[src/clock_timer_pkg.sv]
/*
 clock_timer_pkg: register offsets, reset values and count constants for
 the clock timer block.
 Assumes a 125 MHz system clock and APB with 32-bit data.
*/
`default_nettype none

package clock_timer_pkg;

   // printed offsets are not all multiples of four: they are indices
   localparam logic [15:0] IDX_CLOCK_GATE  = 16'hff16;
   localparam logic [15:0] IDX_RUN_CTRL    = 16'hff40;
   localparam logic [15:0] IDX_COUNT_LOW   = 16'hff41;
   localparam logic [15:0] IDX_COUNT_HIGH  = 16'hff42;
   localparam logic [15:0] IDX_MASK_FAST   = 16'hffee;
   localparam logic [15:0] IDX_MASK_SLOW   = 16'hffef;
   localparam logic [15:0] IDX_FLAGS_FAST  = 16'hfffe;
   localparam logic [15:0] IDX_FLAGS_SLOW  = 16'hffff;

   // field positions
   localparam int GATE_BIT  = 0;
   localparam int RUN_BIT   = 0;
   localparam int CLEAR_BIT = 1;

   // reset values
   localparam logic [7:0] COUNT_RESET = 8'h00;
   localparam logic [7:0] MASK_RESET  = 8'h00;
   localparam logic [7:0] FLAG_RESET  = 8'h00;

   // tick timing: crystal 32768 Hz divided by 128 gives 256 Hz
   localparam int CRYSTAL_HZ   = 32768;
   localparam int COUNT_DIV    = 128;
   localparam int COUNT_HZ     = CRYSTAL_HZ / COUNT_DIV;
   localparam int SYS_CLOCK_HZ = 125000000;
   localparam int TICK_CYCLES  = SYS_CLOCK_HZ / COUNT_HZ;

   // apb request carried as one bundle
   typedef struct packed {
      logic        sel;
      logic        enable;
      logic        write;
      logic [17:0] addr;
      logic [31:0] wdata;
   } apb_req_t;

endpackage

`default_nettype wire

[src/clock_timer.sv]
/*
 clock_timer: 8-bit binary clock timer with tap events, reached over APB.
 Assumes APB master on CLOCK, synchronous inputs, byte address = 4 * index.
*/
// Chosen here: register access over APB.
// How it works
// 8-bit counter steps on 256 Hz tick
// clock gate bit passes or stops tick
// run bit starts or stops counting
// stopped counter holds, resumes from held
// writing clear bit zeroes the counter
// clear bit always reads zero
// count bits read-only, writes ignored
// low nibble read latches high nibble
// software reads low before high
// software double-reads or stops timer
// eight mask bits, one per tap
// tap falling edge sets its flag
// writing one clears a flag
// flag plus enable keeps requesting interrupt
// reset zeroes control, masks, flags, count
// request output when flag and mask
`timescale 1ns/1ps
`default_nettype none

module clock_timer
   import clock_timer_pkg::*;
#(
   parameter int TICK_DIV = TICK_CYCLES
)
(
   input  wire logic        CLOCK,
   input  wire logic        RST_N,
   input  wire logic        PSEL,
   input  wire logic        PENABLE,
   input  wire logic        PWRITE,
   input  wire logic [17:0] PADDR,
   input  wire logic [31:0] PWDATA,
   output logic [31:0]      PRDATA,
   output logic             PREADY,
   output logic             PSLVERR,
   output logic             TAP_IRQ
);

   apb_req_t req;

   logic       clock_gate_q;
   logic       clock_gate_d;
   logic       timer_run_q;
   logic       timer_run_d;
   logic [7:0] count_bits_q;
   logic [7:0] count_bits_d;
   logic [3:0] high_latch_q;
   logic [3:0] high_latch_d;
   logic [7:0] tap_mask_bits_q;
   logic [7:0] tap_mask_bits_d;
   logic [7:0] tap_event_flags_q;
   logic [7:0] tap_event_flags_d;
   logic [31:0] rdata_q;
   logic [31:0] rdata_d;
   logic       tick;
   logic       access;
   logic       wr;
   logic       rd_setup;
   logic [15:0] idx;
   logic       mapped;
   logic [3:0] wnib;
   logic [7:0] fall;
   logic [7:0] count_next;

   // pack bus request
   assign req = '{sel: PSEL, enable: PENABLE, write: PWRITE,
                  addr: PADDR, wdata: PWDATA};

   // index decode: byte address is four times index
   function automatic logic [15:0] to_index(input logic [17:0] a);
      return a[17:2];
   endfunction

   function automatic logic is_mapped(input logic [15:0] i);
      return (i == IDX_CLOCK_GATE) || (i == IDX_RUN_CTRL) ||
             (i == IDX_COUNT_LOW)  || (i == IDX_COUNT_HIGH) ||
             (i == IDX_MASK_FAST)  || (i == IDX_MASK_SLOW) ||
             (i == IDX_FLAGS_FAST) || (i == IDX_FLAGS_SLOW);
   endfunction

   // apb access phase, zero wait states
   assign access  = req.sel && req.enable;
   assign idx     = to_index(req.addr);
   assign mapped  = is_mapped(idx);
   assign wr      = access && req.write;
   // reads are decoded in the setup cycle so the data stands at the ready edge
   assign rd_setup = req.sel && !req.enable && !req.write;
   assign wnib    = req.wdata[3:0];
   assign PREADY  = 1'b1;
   assign PSLVERR = access && !mapped;
   assign PRDATA  = rdata_q;

   // 256 Hz tick only while gate and run are both set
   tick_divider #(
      .DIVISOR (TICK_DIV)
   ) u_div (
      .clk   (CLOCK),
      .rst_n (RST_N),
      .run   (clock_gate_q && timer_run_q),
      .tick  (tick)
   );

   // control and mask registers
   always_comb
   begin
      clock_gate_d    = clock_gate_q;
      timer_run_d     = timer_run_q;
      tap_mask_bits_d = tap_mask_bits_q;
      if (wr && idx == IDX_CLOCK_GATE)
         clock_gate_d = wnib[GATE_BIT];
      if (wr && idx == IDX_RUN_CTRL)
         timer_run_d = wnib[RUN_BIT];
      if (wr && idx == IDX_MASK_FAST)
         tap_mask_bits_d[3:0] = wnib;
      if (wr && idx == IDX_MASK_SLOW)
         tap_mask_bits_d[7:4] = wnib;
   end

   // counter: count on tick, hold when stopped, clear on request
   always_comb
   begin
      count_next   = count_bits_q + 8'h01;
      count_bits_d = count_bits_q;
      if (tick)
         count_bits_d = count_next;
      if (wr && idx == IDX_RUN_CTRL && wnib[CLEAR_BIT])
         count_bits_d = COUNT_RESET;
      // count bit writes have no effect
   end

   // tap falling edges: bit goes 1 to 0 on this step
   assign fall = count_bits_q & ~count_bits_d;

   // event flags: set wins over write-one clear
   always_comb
   begin
      tap_event_flags_d = tap_event_flags_q;
      if (wr && idx == IDX_FLAGS_FAST)
         tap_event_flags_d[3:0] = tap_event_flags_q[3:0] & ~wnib;
      if (wr && idx == IDX_FLAGS_SLOW)
         tap_event_flags_d[7:4] = tap_event_flags_q[7:4] & ~wnib;
      tap_event_flags_d = tap_event_flags_d | fall;
   end

   // read data and high nibble snapshot taken together at the setup edge,
   // so low and high halves come from one counter value
   always_comb
   begin
      high_latch_d = high_latch_q;
      rdata_d      = 32'h00000000;
      if (rd_setup)
      begin
         unique case (idx)
            IDX_CLOCK_GATE:
               rdata_d[GATE_BIT] = clock_gate_q;
            IDX_RUN_CTRL:
               rdata_d[RUN_BIT] = timer_run_q;   // clear bit reads 0
            IDX_COUNT_LOW:
            begin
               rdata_d[3:0] = count_bits_q[3:0];
               high_latch_d = count_bits_q[7:4];
            end
            IDX_COUNT_HIGH:
               rdata_d[3:0] = high_latch_q;
            IDX_MASK_FAST:
               rdata_d[3:0] = tap_mask_bits_q[3:0];
            IDX_MASK_SLOW:
               rdata_d[3:0] = tap_mask_bits_q[7:4];
            IDX_FLAGS_FAST:
               rdata_d[3:0] = tap_event_flags_q[3:0];
            IDX_FLAGS_SLOW:
               rdata_d[3:0] = tap_event_flags_q[7:4];
            default:
               rdata_d = 32'h00000000;
         endcase
      end
   end

   // register all state
   always_ff @(posedge CLOCK)
   begin
      if (!RST_N)
      begin
         clock_gate_q      <= 1'b0;
         timer_run_q       <= 1'b0;
         count_bits_q      <= COUNT_RESET;
         high_latch_q      <= 4'h0;
         tap_mask_bits_q   <= MASK_RESET;
         tap_event_flags_q <= FLAG_RESET;
         rdata_q           <= 32'h00000000;
      end
      else
      begin
         clock_gate_q      <= clock_gate_d;
         timer_run_q       <= timer_run_d;
         count_bits_q      <= count_bits_d;
         high_latch_q      <= high_latch_d;
         tap_mask_bits_q   <= tap_mask_bits_d;
         tap_event_flags_q <= tap_event_flags_d;
         rdata_q           <= rdata_d;
      end
   end

   // request stays high while any enabled flag is set
   assign TAP_IRQ = |(tap_event_flags_q & tap_mask_bits_q);

endmodule // clock_timer

`default_nettype wire

[src/tick_divider.sv]
/*
 tick_divider: produces a one-cycle enable pulse every DIVISOR cycles while
 run is high; holds its phase otherwise.
 Assumes a single clock and synchronous active-low reset.
*/
`timescale 1ns/1ps
`default_nettype none

module tick_divider
   import clock_timer_pkg::*;
#(
   parameter int DIVISOR = TICK_CYCLES
)
(
   input  wire logic clk,
   input  wire logic rst_n,
   input  wire logic run,
   output logic      tick
);

   localparam int CW = $clog2(DIVISOR);
   localparam logic [CW-1:0] LAST = CW'(DIVISOR - 1);

   logic [CW-1:0] cnt_q;
   logic [CW-1:0] cnt_d;

   // next count and pulse
   always_comb
   begin
      cnt_d = cnt_q;
      tick  = 1'b0;
      if (run)
      begin
         if (cnt_q == LAST)
         begin
            cnt_d = '0;
            tick  = 1'b1;
         end
         else
            cnt_d = cnt_q + 1'b1;
      end
   end

   // register
   always_ff @(posedge clk)
   begin
      if (!rst_n)
         cnt_q <= '0;
      else
         cnt_q <= cnt_d;
   end

endmodule // tick_divider

`default_nettype wire
[config.mk]
export PLATFORM = sky130hd
export DESIGN_NAME = clock_timer
export DESIGN_NICKNAME = d
export VERILOG_FILES = /design/src/clock_timer_pkg.sv /design/src/clock_timer.sv /design/src/tick_divider.sv
export SDC_FILE = /design/constraint.sdc
export NUM_CORES = 1
export LEC_CHECK = 0
export ABC_AREA = 1
export BUFFER_PORTS_ARGS = -buffer_cell sky130_fd_sc_hd__buf_4
export CAP_MARGIN = 20
export CORE_UTILIZATION = 54
export CTS_BUF_LIST = sky130_fd_sc_hd__clkbuf_8
export CTS_CLUSTER_SIZE = 10
export DETAILED_ROUTE_END_ITERATION = 6
export HOLD_SLACK_MARGIN = 0.05
export PLACE_DENSITY = 0.87
export SYNTH_ARGS = -nofsm -noshare
export SYNTH_HDL_FRONTEND = slang
export SYNTH_SLANG_ARGS = --single-unit
[constraint.sdc]
create_clock -name CLOCK -period 2.05 [get_ports CLOCK]
set_input_delay 0 -clock CLOCK [delete_from_list [all_inputs] [get_ports CLOCK]]
set_output_delay 0 -clock CLOCK [all_outputs]
set_load 0.01 [all_outputs]
==> metrics.csv <==
metric,value,unit
ir_worst_vdd,445,uV
postSynthRegisterBits,53,
tritoncts.num_buffers,5,
utilization_after_layout,64.4,%
first_iter_violations,212,
fin_crit,1.72,ns
clk-insertion-delay-late,0.31,ns
gp_congestion,0.906,
numClockSinks,53,
hp-class,in -> reg,
die_h,79.4,um
timing.rr.start,u_div.cnt_q[0],
start_kind,flop,
synth_edf_count,0,
path_max_fanout,12,
crit_arrival,1.92,ns
chain_of_cells_forming_the_critical_path,inv_1 -> ha_1 -> nand3_1 -> nor3_4 -> nand2_2 -> o21ai_2 -> buf_4 -> nor3_1,
routed_wirelength,7.60,mm
final-max-slew-violation-count,0,
syn_to_final_growth,12.4,%
num_vias,3247,
area.sequential,1060,um^2
cts.repair_timing.setup_buffer_count,0,
route.detailed.wl_per_inst,12.3,um
floorplan.die_area,6300,um^2
outcome,completed,
report.final.hold_viol_count,0,
post_synth_instance_area,3230,um^2
tns,0,ns
ys.flop_type,dfxtp_1,
grt_pass1_vias,2964,
cell_internal_pwr,1.48,mW
clkSlewWorstSetupHoldPaths,0.10,ns
antenna-diode-count,0,
post_cts_hold_buffer_count,9,
mean_instance_size_in_the_synthesized_netlist,6.41,um^2
worstSetupPathType,reg -> reg,
postRouteAntennaNets,0,
power.share.switching,22.7,%
initial_utilization,57.3,%
dpl_cell_area,3420,um^2
worst-r2r-setup-slack,0.33,ns
layoutNonFillerInstCount,618,
yosys_warns,0,
required,2.25,ns
final.setup.worst_slack,0.331,ns
min_to,PRDATA[1],
final_min_period_over_clock_period,83.9,%
holdWs,0.136,ns
grt_first_pass_wirelength,12.8,mm
final.setup_skew,0.00869,ns
tritoncts,yes,
drive_gt1_share,11.0,%
ios,90,
die_x,79.4,um
synth-async-reset-ratio,0,%
transition_time_of_the_tightest_slew_check_pin,0.755,ns
critical-path-max-stage-delay,0.35,ns
clock_tree.root_cell,clkbuf_8,
p_seq_share,53.8,%
largest_net_degree_at_the_start_of_global_routing,25,
holdPathStages,4,
fillers,515,
combPwrFrac,7.1,%
nNetsFinal,603,
routed_via_density,5.25,
synthCells,504,
finalPower,1.91,mW
total_switching_power,0.433,mW
yosysSeqAreaShare,32.8,%
h-tree-depth,2,
power_frac_clock,39.0,%
multiInputGateArea,1790,um^2
critical_path.endpoint_type,flop,
timing.final.setup_violations,0,
maxSlewHeadroom,49.6,%
fp.coreArea,5640,um^2
yosys.cell_types.count,33,
power-per-cell-area,526,nW/um^2
grt.overflow.total,0,
hold_path_startpoint,PENABLE,
worstReg2RegEnd,u_div.cnt_q[15],
post_place_setup_slack,0.356,ns
std_cell_rows,27,
firstDrtPassIters,7,
placed_cells,601,
dp.final_hpwl,5.60,mm
leakagePower,1.45,nW
cts_repair_resize_count,0,
max_freq,0.582,GHz
antenna_violations_before_repair,0,
rsz_0062_raised_after_global_routing,false,
finalInstanceArea,3630,um^2
drt_drc_violations_left,0,
ff2ff_path_depth,8,
worst_path_max_delay_cell,dfxtp_1,
cts_max_path_buffers,2,
port_buffers,30,
groute.usage.overall,25.9,%
max_cap_viol_count,0,
==> cell type report <==
type	instances	area share (%)
Clock inverter	2	1.03
Timing Repair Buffer	43	9.50
Multi-Input combinational cell	382	49.3
Inverter	60	6.20
Sequential cell	53	29.2
Tap cell	72	2.48
Clock buffer	6	2.27
==> metal layers <==
layer	GRT usage (%)	share of wire, %	up-vias
met1	30.9	42	1425
met3	4.48	6.4	32
met4	12.5	4.4	0
met5	0	0	-
li1	-	-	1645
met2	44.6	47	145
==> worst max-delay path by stage <==
stage | start | endpoint | slack (ns) | cells past startpoint
after floorplan | u_div.cnt_q[0] | u_div.cnt_q[13] | 0.58 | 8
after global placement | u_div.cnt_q[0] | tap_event_flags_q[3] | 0.39 | 10
after detailed placement | u_div.cnt_q[0] | tap_event_flags_q[3] | 0.36 | 10
after CTS | u_div.cnt_q[0] | u_div.cnt_q[15] | 0.33 | 8
after global routing | u_div.cnt_q[0] | tap_event_flags_q[2] | 0.17 | 8
final | u_div.cnt_q[0] | u_div.cnt_q[15] | 0.33 | 8
==> power by group through the flow <==
| stage | Combinational, mW | Clock [mW] | Sequential (mW) |
|---|---|---|---|
| 6_report | 0.136 | 0.746 | 1.03 |
| 2_1_floorplan | 0.107 | 0 | 1.05 |
| 3_3_place_gp | 0.121 | 0 | 1.05 |
| 4_1_cts | 0.134 | 0.765 | 1.03 |
| 3_5_place_dp | 0.123 | 0 | 1.05 |
| 5_1_grt | 0.152 | 0.803 | 1.03 |
==> logic make-up after synthesis <==
kind of cell    after synthesis  share of synthesized area [%]
other cells                   2                          0.232
fa+ha+maj                     3                           1.16
buf+inv                      96                           14.9
compound gates               58                           9.72
flops                        53                           32.8
xor+xnor                     12                           3.25
simple gates                280                           37.9
==> state kept, by name (all words and copies together) (netlist names) <==
register / count
timer_run_q: 1
count_bits_q: 8
tap_event_flags_q: 8
clock_gate_q: 1
u_div.cnt_q: 19
tap_mask_bits_q: 8
PRDATA: 4
high_latch_q: 4
==> Yosys cell counts, types with 2 or more instances <==
master    count  area (um^2)
a21oi_1      27          135
ha_1          3         37.5
inv_1        55          206
buf_2         3         15.0
o21ai_0      19         95.1
buf_4        29          218
a31oi_1       6         37.5
nand3_1      41          205
nor2_1       98          368
xor2_1       11         96.3
nand4_1      14         87.6
inv_2         4         15.0
nor2_2        5         31.3
nand2_2       3         18.8
clkbuf_1      3         11.3
nand2_1      95          357
nor3_1       17         85.1
dfxtp_1      53         1060
conb_1        2         7.51
nor2_4        3         33.8
==> cells in the final DEF (no fill, tap or decap), drive strengths merged, types with 3 or more instances in the layout <==
cell type,count
nor2,106
nand2,98
inv,59
dfxtp,53
nand3,41
buf,34
conb,29
a21oi,27
o21ai,20
nor3,19
nand4,14
xor2,11
dlygate4sd3,9
a31oi,6
clkbuf,6
ha,3
==> critical path: cells and delay by family (launching register included) <==
family	cells	cell delay (ns)
flops	1	0.35
buf+inv	2	0.31
compound gates	1	0.15
simple gates	4	0.60
fa+ha+maj	1	0.20
Note: power is estimated with default switching activity, not from simulation.
